### config.mk
export PLATFORM = sky130hd
export DESIGN_NAME = icc_channel
export DESIGN_NICKNAME = d
export VERILOG_FILES = /design/src/common/icc_pkg.sv /design/src/rtl/icc_fifo.sv /design/src/rtl/icc_channel.sv
export VERILOG_INCLUDE_DIRS = /design/src /design/src/common
export SDC_FILE = /design/constraint.sdc
export NUM_CORES = 1
export LEC_CHECK = 0
export BUFFER_PORTS_ARGS = -buffer_cell sky130_fd_sc_hd__buf_2
export CAP_MARGIN = 15
export CORE_UTILIZATION = 44
export DETAILED_ROUTE_END_ITERATION = 10
export GPL_ROUTABILITY_DRIVEN = 0
export PLACE_DENSITY = 0.68
export SYNTH_ARGS = -nofsm -noshare
export SYNTH_HDL_FRONTEND = slang
export SYNTH_HIERARCHICAL = 1
export SYNTH_SLANG_ARGS = --single-unit
### constraint.sdc
create_clock -name clk_sys -period 5.7 [get_ports clk_sys]
set_input_delay 0.285 -clock clk_sys [delete_from_list [all_inputs] [get_ports clk_sys]]
set_output_delay 0.285 -clock clk_sys [all_outputs]
set_load 0.05 [all_outputs]
### src/common/icc_defines.svh
`ifndef ICC_DEFINES_SVH
`define ICC_DEFINES_SVH

// register byte offsets
`define ICC_OFS_CTRL 8'h00
`define ICC_OFS_BUF 8'h04
`define ICC_OFS_STAT 8'h08
`define ICC_OFS_MASK 8'h0C
`define ICC_ADDR_W 8

// control register fields
`define ICC_B_STOPIDLE 13
`define ICC_B_TSEL 7
`define ICC_B_CPI_HI 6
`define ICC_B_CPI_LO 5
`define ICC_B_OVF 4
`define ICC_B_BNE 3
`define ICC_B_MODE_HI 2
`define ICC_B_MODE_LO 0
`define ICC_CTRL_RESET 16'h0000

// capture mode codes
`define ICC_M_OFF 3'h0
`define ICC_M_EDGE 3'h1
`define ICC_M_FALL 3'h2
`define ICC_M_RISE 3'h3
`define ICC_M_RISE4 3'h4
`define ICC_M_RISE16 3'h5
`define ICC_M_UNUSED 3'h6
`define ICC_M_WAKE 3'h7

// prescaler terminal counts
`define ICC_PRE4_LAST 4'h3
`define ICC_PRE16_LAST 4'hF

// interrupt status / mask bits
`define ICC_S_CAP 0
`define ICC_S_OVF 1
`define ICC_S_WAKE 2
`define ICC_STAT_W 3
`define ICC_STAT_RESET 3'h0

// buffer geometry
`define ICC_DEPTH 4
`define ICC_PTR_W 2
`define ICC_CNT_W 3

`endif

### src/common/icc_pkg.sv
package icc_pkg;

	typedef struct packed {
		logic captureStopInIdle;
		logic captureTimerSelect;
		logic [1:0] capturesPerInterrupt;
		logic [2:0] captureModeSelect;
	} icc_ctrl_type;

	typedef struct packed {
		logic valid;
		logic [15:0] value;
	} icc_capture_type;

	typedef enum logic [1:0] {BUS_IDLE, BUS_WRITE, BUS_RDWAIT} icc_bus_state_type;

endpackage : icc_pkg

### src/rtl/icc_fifo.sv
`timescale 1ns/1ps
`default_nettype none
`include "icc_defines.svh"

module icc_fifo (
	input wire logic clk_sys,
	input wire logic resetn,
	input wire icc_pkg::icc_capture_type push,
	input wire logic pop,
	output logic [15:0] readData,
	output logic empty,
	output logic full
);
	import icc_pkg::*;

	logic [15:0] mem [`ICC_DEPTH];
	logic [`ICC_PTR_W-1:0] wrPtr;
	logic [`ICC_PTR_W-1:0] rdPtr;
	logic [`ICC_CNT_W-1:0] count;
	logic [`ICC_PTR_W-1:0] next_rdPtr;

	assign empty = (count == `ICC_CNT_W'(0));
	assign full = (count == `ICC_CNT_W'(`ICC_DEPTH));
	assign next_rdPtr = (pop && !empty) ? rdPtr + `ICC_PTR_W'(1) : rdPtr;

	always_ff @(posedge clk_sys) begin
		if (push.valid && !full) begin
			mem[wrPtr] <= push.value;
		end
	end

	// bypass so a word pushed into the head slot is readable at once
	always_ff @(posedge clk_sys) begin
		if (push.valid && !full && next_rdPtr == wrPtr) begin
			readData <= push.value;
		end else begin
			readData <= mem[next_rdPtr];
		end
	end

	always_ff @(posedge clk_sys or negedge resetn) begin
		if (!resetn) begin
			wrPtr <= '0;
			rdPtr <= '0;
			count <= '0;
		end else begin
			if (push.valid && !full) begin
				wrPtr <= wrPtr + `ICC_PTR_W'(1);
			end
			rdPtr <= next_rdPtr;
			count <= count + `ICC_CNT_W'(push.valid && !full) - `ICC_CNT_W'(pop && !empty);
		end
	end

endmodule : icc_fifo
`default_nettype wire

### src/rtl/icc_channel.sv
// Behaviour
// - timer select 1 takes second timer, 0 third
// - interrupt after 1, 2, 3 or 4 captures
// - overflow flag bit 4, read-only, cleared only while mode is 000
// - bit 3 set while buffer holds words
// - mode 111: rising-edge wake interrupt in Sleep/Idle
// - mode 110 captures nothing, but unlike mode 000 it keeps the overflow flag and interrupt count
// - capture stores full 16-bit timer value
// - four-word first-in first-out capture buffer
// - falling, rising, both, 4th, 16th rising edges
// - stop-in-idle bit halts capture during Idle; the mode 111 wake interrupt still fires
`timescale 1ns/1ps
`default_nettype none
`include "icc_defines.svh"

module icc_channel (
	input wire logic clk_sys,
	input wire logic resetn,
	input wire logic hsel,
	input wire logic [31:0] haddr,
	input wire logic [1:0] htrans,
	input wire logic hwrite,
	input wire logic [2:0] hsize,
	input wire logic [31:0] hwdata,
	input wire logic hready,
	output logic hreadyout,
	output logic hresp,
	output logic [31:0] hrdata,
	input wire logic [15:0] second_timer_count,
	input wire logic [15:0] third_timer_count,
	input wire logic capture_input_pin,
	input wire logic cpuIdle,
	input wire logic cpuSleep,
	output logic irq
);
	import icc_pkg::*;

	icc_ctrl_type ctrl;
	icc_bus_state_type busState;
	icc_capture_type pushReq;
	logic [`ICC_ADDR_W-1:0] addrReg;
	logic [`ICC_STAT_W-1:0] status;
	logic [`ICC_STAT_W-1:0] mask;
	logic [`ICC_STAT_W-1:0] next_status;
	logic [`ICC_STAT_W-1:0] statSet;
	logic [`ICC_STAT_W-1:0] statClr;
	logic overflowFlag;
	logic pinPrev;
	logic [3:0] prescale;
	logic [1:0] irqCount;
	logic [15:0] fifoReadData;
	logic [15:0] selTimer;
	logic fifoEmpty;
	logic fifoFull;
	logic rise;
	logic fall;
	logic active;
	logic capEvt;
	logic capIrq;
	logic wakeEvt;
	logic ovfEvt;
	logic wrEn;
	logic rdDone;
	logic pop;
	logic [31:0] readMux;

	function automatic logic isReg(input logic [`ICC_ADDR_W-1:0] a,
		input logic [`ICC_ADDR_W-1:0] ofs);
		isReg = (a == ofs);
	endfunction : isReg

	// ---------------- bus slave ----------------
	assign wrEn = (busState == BUS_WRITE);
	assign rdDone = (busState == BUS_RDWAIT);
	assign pop = rdDone && isReg(addrReg, `ICC_OFS_BUF) && !fifoEmpty;

	// reads take one wait state so hrdata can come from a flop
	always_ff @(posedge clk_sys or negedge resetn) begin
		if (!resetn) begin
			busState <= BUS_IDLE;
			addrReg <= '0;
			hreadyout <= 1'b1;
			hrdata <= 32'h0000_0000;
		end else if (hsel && htrans[1] && hready) begin
			addrReg <= haddr[`ICC_ADDR_W-1:0];
			busState <= hwrite ? BUS_WRITE : BUS_RDWAIT;
			hreadyout <= hwrite;
		end else if (rdDone) begin
			hrdata <= readMux;
			hreadyout <= 1'b1;
			busState <= BUS_IDLE;
		end else begin
			busState <= BUS_IDLE;
		end
	end

	always_ff @(posedge clk_sys or negedge resetn) begin
		if (!resetn) begin
			hresp <= 1'b0;
		end else begin
			hresp <= 1'b0;
		end
	end

	// unmapped offsets read zero and ignore writes
	always_comb begin
		readMux = 32'h0000_0000;
		if (isReg(addrReg, `ICC_OFS_CTRL)) begin
			readMux[`ICC_B_STOPIDLE] = ctrl.captureStopInIdle;
			readMux[`ICC_B_TSEL] = ctrl.captureTimerSelect;
			readMux[`ICC_B_CPI_HI:`ICC_B_CPI_LO] = ctrl.capturesPerInterrupt;
			readMux[`ICC_B_OVF] = overflowFlag;
			readMux[`ICC_B_BNE] = !fifoEmpty;
			readMux[`ICC_B_MODE_HI:`ICC_B_MODE_LO] = ctrl.captureModeSelect;
		end else if (isReg(addrReg, `ICC_OFS_BUF)) begin
			readMux[15:0] = fifoReadData;
		end else if (isReg(addrReg, `ICC_OFS_STAT)) begin
			readMux[`ICC_STAT_W-1:0] = status;
		end else if (isReg(addrReg, `ICC_OFS_MASK)) begin
			readMux[`ICC_STAT_W-1:0] = mask;
		end
	end

	always_ff @(posedge clk_sys or negedge resetn) begin
		if (!resetn) begin
			ctrl <= icc_ctrl_type'(7'h00);
			mask <= `ICC_STAT_RESET;
		end else if (wrEn && isReg(addrReg, `ICC_OFS_CTRL)) begin
			// overflow and buffer-status bits are read-only
			ctrl.captureStopInIdle <= hwdata[`ICC_B_STOPIDLE];
			ctrl.captureTimerSelect <= hwdata[`ICC_B_TSEL];
			ctrl.capturesPerInterrupt <= hwdata[`ICC_B_CPI_HI:`ICC_B_CPI_LO];
			ctrl.captureModeSelect <= hwdata[`ICC_B_MODE_HI:`ICC_B_MODE_LO];
		end else if (wrEn && isReg(addrReg, `ICC_OFS_MASK)) begin
			mask <= hwdata[`ICC_STAT_W-1:0];
		end
	end

	// ---------------- edge detection and capture ----------------
	assign rise = capture_input_pin && !pinPrev;
	assign fall = !capture_input_pin && pinPrev;
	assign active = !(ctrl.captureStopInIdle && cpuIdle);
	assign selTimer = ctrl.captureTimerSelect ? second_timer_count : third_timer_count;

	always_ff @(posedge clk_sys or negedge resetn) begin
		if (!resetn) begin
			pinPrev <= 1'b0;
		end else begin
			pinPrev <= capture_input_pin;
		end
	end

	always_ff @(posedge clk_sys or negedge resetn) begin
		if (!resetn) begin
			prescale <= 4'h0;
		end else if (ctrl.captureModeSelect != `ICC_M_RISE4
			&& ctrl.captureModeSelect != `ICC_M_RISE16) begin
			prescale <= 4'h0;
		end else if (rise && active) begin
			if (capEvt) begin
				prescale <= 4'h0;
			end else begin
				prescale <= prescale + 4'h1;
			end
		end
	end

	always_comb begin
		capEvt = 1'b0;
		case (ctrl.captureModeSelect)
			`ICC_M_EDGE: capEvt = rise || fall;
			`ICC_M_FALL: capEvt = fall;
			`ICC_M_RISE: capEvt = rise;
			`ICC_M_RISE4: capEvt = rise && prescale == `ICC_PRE4_LAST;
			`ICC_M_RISE16: capEvt = rise && prescale == `ICC_PRE16_LAST;
			default: capEvt = 1'b0;
		endcase
		capEvt = capEvt && active;
	end

	assign pushReq.valid = capEvt && !fifoFull;
	assign pushReq.value = selTimer;
	assign ovfEvt = capEvt && fifoFull;

	// a full buffer drops the new value and flags the loss
	always_ff @(posedge clk_sys or negedge resetn) begin
		if (!resetn) begin
			overflowFlag <= 1'b0;
		end else if (ovfEvt) begin
			overflowFlag <= 1'b1;
		end else if (ctrl.captureModeSelect == `ICC_M_OFF) begin
			overflowFlag <= 1'b0;
		end
	end

	icc_fifo icc_fifo_inst (
		.clk_sys(clk_sys),
		.resetn(resetn),
		.push(pushReq),
		.pop(pop),
		.readData(fifoReadData),
		.empty(fifoEmpty),
		.full(fifoFull)
	);

	// ---------------- interrupts ----------------
	assign capIrq = capEvt && (ctrl.captureModeSelect == `ICC_M_EDGE
		|| irqCount == ctrl.capturesPerInterrupt);
	assign wakeEvt = ctrl.captureModeSelect == `ICC_M_WAKE && (cpuSleep || cpuIdle) && rise;

	always_ff @(posedge clk_sys or negedge resetn) begin
		if (!resetn) begin
			irqCount <= 2'h0;
		end else if (ctrl.captureModeSelect == `ICC_M_OFF || capIrq) begin
			irqCount <= 2'h0;
		end else if (capEvt) begin
			irqCount <= irqCount + 2'h1;
		end
	end

	always_comb begin
		statSet = '0;
		statSet[`ICC_S_CAP] = capIrq;
		statSet[`ICC_S_OVF] = ovfEvt;
		statSet[`ICC_S_WAKE] = wakeEvt;
		statClr = (wrEn && isReg(addrReg, `ICC_OFS_STAT)) ? hwdata[`ICC_STAT_W-1:0] : '0;
		// a new event outlives a clear in the same cycle
		next_status = (status & ~statClr) | statSet;
	end

	always_ff @(posedge clk_sys or negedge resetn) begin
		if (!resetn) begin
			status <= `ICC_STAT_RESET;
			irq <= 1'b0;
		end else begin
			status <= next_status;
			irq <= |(next_status & mask);
		end
	end

	// shadow fill level kept apart from the buffer's own counter
	logic [`ICC_CNT_W-1:0] fillLevel;

	always_ff @(posedge clk_sys or negedge resetn) begin
		if (!resetn) begin
			fillLevel <= '0;
		end else begin
			fillLevel <= fillLevel + `ICC_CNT_W'(pushReq.valid) - `ICC_CNT_W'(pop);
		end
	end
endmodule : icc_channel
`default_nettype wire

==> summary.md, run 1 <==
| Metric | Value |
|---|---|
| Sequential cell area fraction in the yosys report | 0.608 |
| Non-filler cells, final | 635 |
| RSZ-0062 raised after global routing | false |
| Clk slew on worst S/H paths | 0.05 ns |
| Distinct cell type count after synthesis | 55 |
| Power Internal | 1.70 mW |
| Main synth FF type | edfxtp_1 |
| Initial core utilization | 0.457 |
| Antenna diode count | 0 |
| Leading cell type in the layout, fill and taps excluded | buf_2 |
| Kind of start point of the critical path | flop |
| MaxCap Viol Count | 0 |
| Area Growth Syn to Fin | 17.3% |
| Largest net degree at the start of global routing | 57 |
| Post_cts resized | 0 |
| Clk network pwr share | 0.456 |
| TritonCTS clock tree | built |
| Net switching power | 557 uW |
| Fin. Hold Viols | 0 |
| Worst EP arrival | 3.61 ns |
| Chip Width | 114 um |
| CP max-delay cell | or4_4 |
| Worst Tran Pin Value | 0.889 ns |
| Max_slew headroom | 0.406 |
| Switching Fraction | 0.247 |
| Synth Area per Inst | 14.6 sq um |
| Asr flop ratio synth | 0.459 |
| Final net count | 572 |
| H-tree Lvls | 4 |
| Fin util | 0.536 |
| Final period util | 0.582 |
| Maximum vdd drop | 242 uV |
| Die Y | 114 um |
| Yosys reg bits | 122 |
| Flop pwr share | 0.452 |
| Fin Clk Skew | 0.00524 ns |
| CP Max Fanout | 14 |
| Tot Pwr | 2.26 mW |
| CP cell instances | or4_4 -> nor3_4 -> and3b_1 -> and3_2 -> nand2b_1 -> o21ai_0 -> ha_1 -> fa_1 -> xnor2_1 -> xnor2_1 |
| PwrDens | 348 nW/um^2 |
| Status | finished clean |
| Placed cell count | 603 |
| Post-Syn Instances | 380 |
| Leakage Power | 2.64 nW |
| Setup ws final | 2.38 ns |
| Number of buffers added on ports | 73 |
| WL final | 10500 um |
| CTS Hold Bufs | 0 |
| Filler instances | 999 |
| DR vias | 3273 |
| Initial antenna violation count | 0 |
| TNS Setup | 0 ns |
| Number of global-route vias before repair | 3269 |
| Max incr delay on CP | 0.55 ns |
| Worst Hold Class | input pin to async pin |
| Clk sink count | 122 |
| Yosys warns | 6 |
| Root Buffer | clkbuf_16 |
| CORE AREA | 12100 sq um |
| Dpl hpwl | 6980 um |
| Most frequent cells in the layout | 73 x buf_2, 64 x edfxtp_1, 55 x dfrtp_1 |
| GRT Residual Overflow | 0 |
| Starting DRC count in detailed routing | 240 |
| Min cycle time layout | 3.32 ns |
| WL/cell | 16.6 um |
| Combinational group share of total power | 0.092 |
| Largest buffer count on any clock path | 2 |
| Cell Rows | 40 |
| Residual DRC | 0 |
| Die ar. | 13000 sq um |
| Vias per cell | 5.15 |
| Clk_lat worst skew | 0.41 ns |
| Critical Path End Type | flop |
| Crit path required time | 5.99 ns |
| Critical setup path kind | flop to flop |
| First-pass GRT wire length | 16800 um |
| Post-synth EDFFs | 64 |
| Detail Route Antenna Nets | 0 |
| Slew Viols, Final | 0 |
| CP most frequent cell | xnor2_1 |
| FMAX | 301 MHz |
| Layout cells sized above 1 | 0.349 |
| Postcts setup bufs | 0 |
| Total track usage | 0.177 |
| CTS buffer count | 17 |
| Place WS | 2.40 ns |
| Synthesized area | 5530 sq um |
| I/O pin total | 144 |
| Drt pass-1 iters | 4 |
| Final setup violation count | 0 |
==> cells in the mapped netlist, drive strengths merged, types with 7 or more instances <==
cell	instances	area [sq um]
a22oi	8	60.1
buf	30	245
dfrtp	55	1380
edfxtp	64	1920
ha	8	100
inv	10	37.5
mux2	34	383
mux4	19	450
nand2	37	139
nand2b	7	43.8
nor2	10	37.5
o21ai	25	129
==> sequential cells by signal (all words and copies together) (netlist names), 2 cells and up, named ones only <==
signal / count
addrReg: 8
busState: 2
ctrl: 7
hrdata: 16
icc_fifo_inst/count: 3
icc_fifo_inst/mem: 64
icc_fifo_inst/rdPtr: 2
icc_fifo_inst/wrPtr: 2
irqCount: 2
mask: 3
prescale: 4
status: 3
==> metal layers <==
metal | share of wire | vias to the layer above | wire [um] | track usage
met5 | 0 | - | 0 | 0
met4 | 0.014 | 0 | 148 | 0.0719
met3 | 0.058 | 11 | 616 | 0.0551
met2 | 0.47 | 107 | 4970 | 0.276
met1 | 0.46 | 1622 | 4800 | 0.232
li1 | - | 1533 | - | -
==> metrics by stage <==
step	hold WS, ns	area [sq um]
3_5_place_dp	0.429	5920
5_1_grt	0.0115	6490
2_1_floorplan	-0.0106	5590
6_report	0.00639	6490
3_3_place_gp	0.427	5920
4_1_cts	0.000597	6490
==> critical path: cells and delay by family (launching register included) <==
kind	cells	cell delay, ns
compound gates	1	0.09
xor+xnor	2	0.28
flops	1	0.37
fa+ha+maj	2	0.63
simple gates	5	1.83
==> cell type report <==
cell class,count,area (sq um),share of cell area
sequential,122,3360,0.518
multi-input combinational,228,1920,0.296
clock buffer,18,429,0.0661
timing repair buffer,75,380,0.0586
tap,168,210,0.0324
clock inverter,14,149,0.0229
inverter,10,37.5,0.00578
==> power by group through the flow <==
stage / Combinational [mW] / Clock (mW) / Sequential [mW]
floorplan: 0.168 / 0 / 1.02
global placement: 0.201 / 0 / 1.03
detailed placement: 0.205 / 0 / 1.04
CTS: 0.209 / 1.05 / 1.02
global route: 0.227 / 1.09 / 1.02
finish: 0.207 / 1.03 / 1.02
==> cell families after synthesis <==
kind of cell | after synthesis | share of synthesized area
fa+ha+maj | 9 | 0.0217
buf+inv | 46 | 0.0554
flops | 122 | 0.608
compound gates | 50 | 0.0583
mux | 54 | 0.152
simple gates | 92 | 0.0941
other cells | 1 | 0.000678
xor+xnor | 6 | 0.00950
==> worst paths after layout <==
check	from	to	slack [ns]	depth (start not counted)
hold reg to reg	hrdata[0]	hrdata[0]	0.48	2
min in group clk_sys	capture_input_pin	pinPrev	0.01	1
setup reg to reg	addrReg[1]	icc_fifo_inst/count[2]	2.38	10
max in group asynchronous	resetn	addrReg[7]	5.22	2
setup / recovery	addrReg[1]	icc_fifo_inst/count[2]	2.38	10
hold / removal	resetn	prescale[0]	0.006	2
(Power assumes the default switching activity.)
==> inputs of run 2 (changes only) <==
PLACE_DENSITY = 0.71   (was 0.68)
clock period = 2.7 ns   (was 5.7 ns; I/O delays follow)
==> summary.md, run 2 (same netlist as run 1, synthesis figures left out) <==
| Metric | Value |
|---|---|
| Maximum vdd drop | 518 uV |
| Final setup violation count | 0 |
| Chip Width | 114 um |
| Worst EP arrival | 2.97 ns |
| MaxCap Viol Count | 0 |
| Clk_lat worst skew | 0.42 ns |
| H-tree Lvls | 4 |
| Worst Tran Pin Value | 0.868 ns |
| Antenna diode count | 0 |
| CORE AREA | 12100 sq um |
| Biggest regs | icc_fifo_inst/mem x64, hrdata x16, addrReg x8 |
| Largest net degree at the start of global routing | 50 |
| Number of global-route vias before repair | 3324 |
| Area Growth Syn to Fin | 23.9% |
| Clk slew on worst S/H paths | 0.06 ns |
| Crit path required time | 3.00 ns |
| Fin Clk Skew | 0.00491 ns |
| Power Internal | 3.73 mW |
| Critical Path End Type | flop |
| Place WS | 0.0119 ns |
| Clk sink count | 122 |
| Setup ws final | 0.0306 ns |
| Fin util | 0.566 |
| Dpl hpwl | 6930 um |
| Crit path from | addrReg[7] |
| Largest buffer count on any clock path | 2 |
| First-pass GRT wire length | 16700 um |
| WL/cell | 15.8 um |
| Tot Pwr | 4.94 mW |
| WHS | 0.0706 ns |
| Combinational group share of total power | 0.105 |
| Status | finished clean |
| Flop pwr share | 0.433 |
| RSZ-0062 raised after global routing | true |
| CTS buffer count | 17 |
| Final period util | 0.989 |
| Slew Viols, Final | 0 |
| Initial core utilization | 0.457 |
| GRT Residual Overflow | 0 |
| CP Max Fanout | 3 |
| TritonCTS clock tree | built |
| Max_slew headroom | 0.420 |
| Starting DRC count in detailed routing | 296 |
| Drt pass-1 iters | 4 |
| WL final | 10500 um |
| Cell Rows | 40 |
| HP Start | second_timer_count[11] |
| Residual DRC | 0 |
| Final net count | 605 |
| Layout cells sized above 1 | 0.366 |
| Switching Fraction | 0.244 |
| Die ar. | 13000 sq um |
| Biggest register | icc_fifo_inst/mem |
| Root Buffer | clkbuf_16 |
| Most frequent cells in the layout | 73 x buf_2, 64 x edfxtp_1, 55 x dfrtp_1 |
| Worst Hold Class | input pin to flop |
| Leakage Power | 2.81 nW |
| Filler instances | 973 |
| DR vias | 3354 |
| Reg-to-reg startpoint | addrReg[7] |
| Fin. Hold Viols | 0 |
| Vias per cell | 5.02 |
| Min cycle time layout | 2.67 ns |
| Initial antenna violation count | 0 |
| Critical setup path kind | flop to flop |
| Clk network pwr share | 0.462 |
| Number of buffers added on ports | 73 |
| Die Y | 114 um |
| Net switching power | 1.21 mW |
| Kind of start point of the critical path | flop |
| I/O pin total | 144 |
| PwrDens | 720 nW/um^2 |
| Detail Route Antenna Nets | 0 |
| TNS Setup | 0 ns |
| Max reg flops | 64 |
| FMAX | 375 MHz |
| Leading cell type in the layout, fill and taps excluded | buf_2 |
| Total track usage | 0.177 |
-- run 2: through the flow --
stage | area [sq um] | instances
floorplan | 5610 | 396
global placement | 6030 | 616
detailed placement | 6030 | 616
CTS | 6810 | 666
global route | 6850 | 668
finish | 6850 | 668
-- run 2: repair_timing --
action | in CTS | in global routing
pin swaps | 2 | 6
gates resized for setup | 0 | 4
setup buffers | 0 | 1
endpoints found under the setup margin | 1 | 1
hold buffers | 18 | 0
gates cloned | 0 | 0
endpoints found under the hold margin | 67 | 0
-- run 2: final timing paths --
check | to | slack (ns) | depth (start not counted)
max in group asynchronous | ctrl[0] | 1.78 | 4
worst min-delay path | icc_fifo_inst/mem[0][11] | 0.07 | 2
min in group asynchronous | hrdata[9] | 0.21 | 2
worst max-delay path | icc_fifo_inst/count[2] | 0.03 | 10
worst min register to register | hrdata[2] | 0.48 | 2
worst max register to register | icc_fifo_inst/count[2] | 0.03 | 10
-- run 2: routing by layer --
layer	routed length, um	track usage	vias to the layer above
met2	5060	0.284	89
met3	494	0.0566	15
met5	0	0	-
met4	173	0.0788	0
met1	4810	0.221	1649
li1	-	-	1601
-- run 2: worst max-delay path, cell delays in order, from the launching register on --
cell and delay (ns):
dfrtp_1 0.37, or4_4 0.54, nor3_4 0.20, and3b_2 0.22, and3_4 0.20, nand2b_4 0.13, o21ai_2 0.05, ha_2 0.20
fa_2 0.37, xnor2_2 0.14, xnor2_1 0.13
-- run 2: final cells by class --
type                    instances  area (sq um)  area share
multi-input cells             228          1950       0.285
well taps                     168           210      0.0307
repair buffers                108           686       0.100
clock buffers                  18           429      0.0626
clock inverters                14           173      0.0252
flip-flops and latches        122          3360       0.491
inverters                      10          37.5     0.00548
-- run 2: power by group through the flow --
stage | combinational (mW) | sequential (mW) | clock, mW
after floorplan | 0.365 | 2.16 | 0
after global placement | 0.468 | 2.16 | 0
after detailed placement | 0.486 | 2.17 | 0
after CTS | 0.509 | 2.13 | 2.32
after global routing | 0.567 | 2.15 | 2.39
final | 0.516 | 2.14 | 2.28
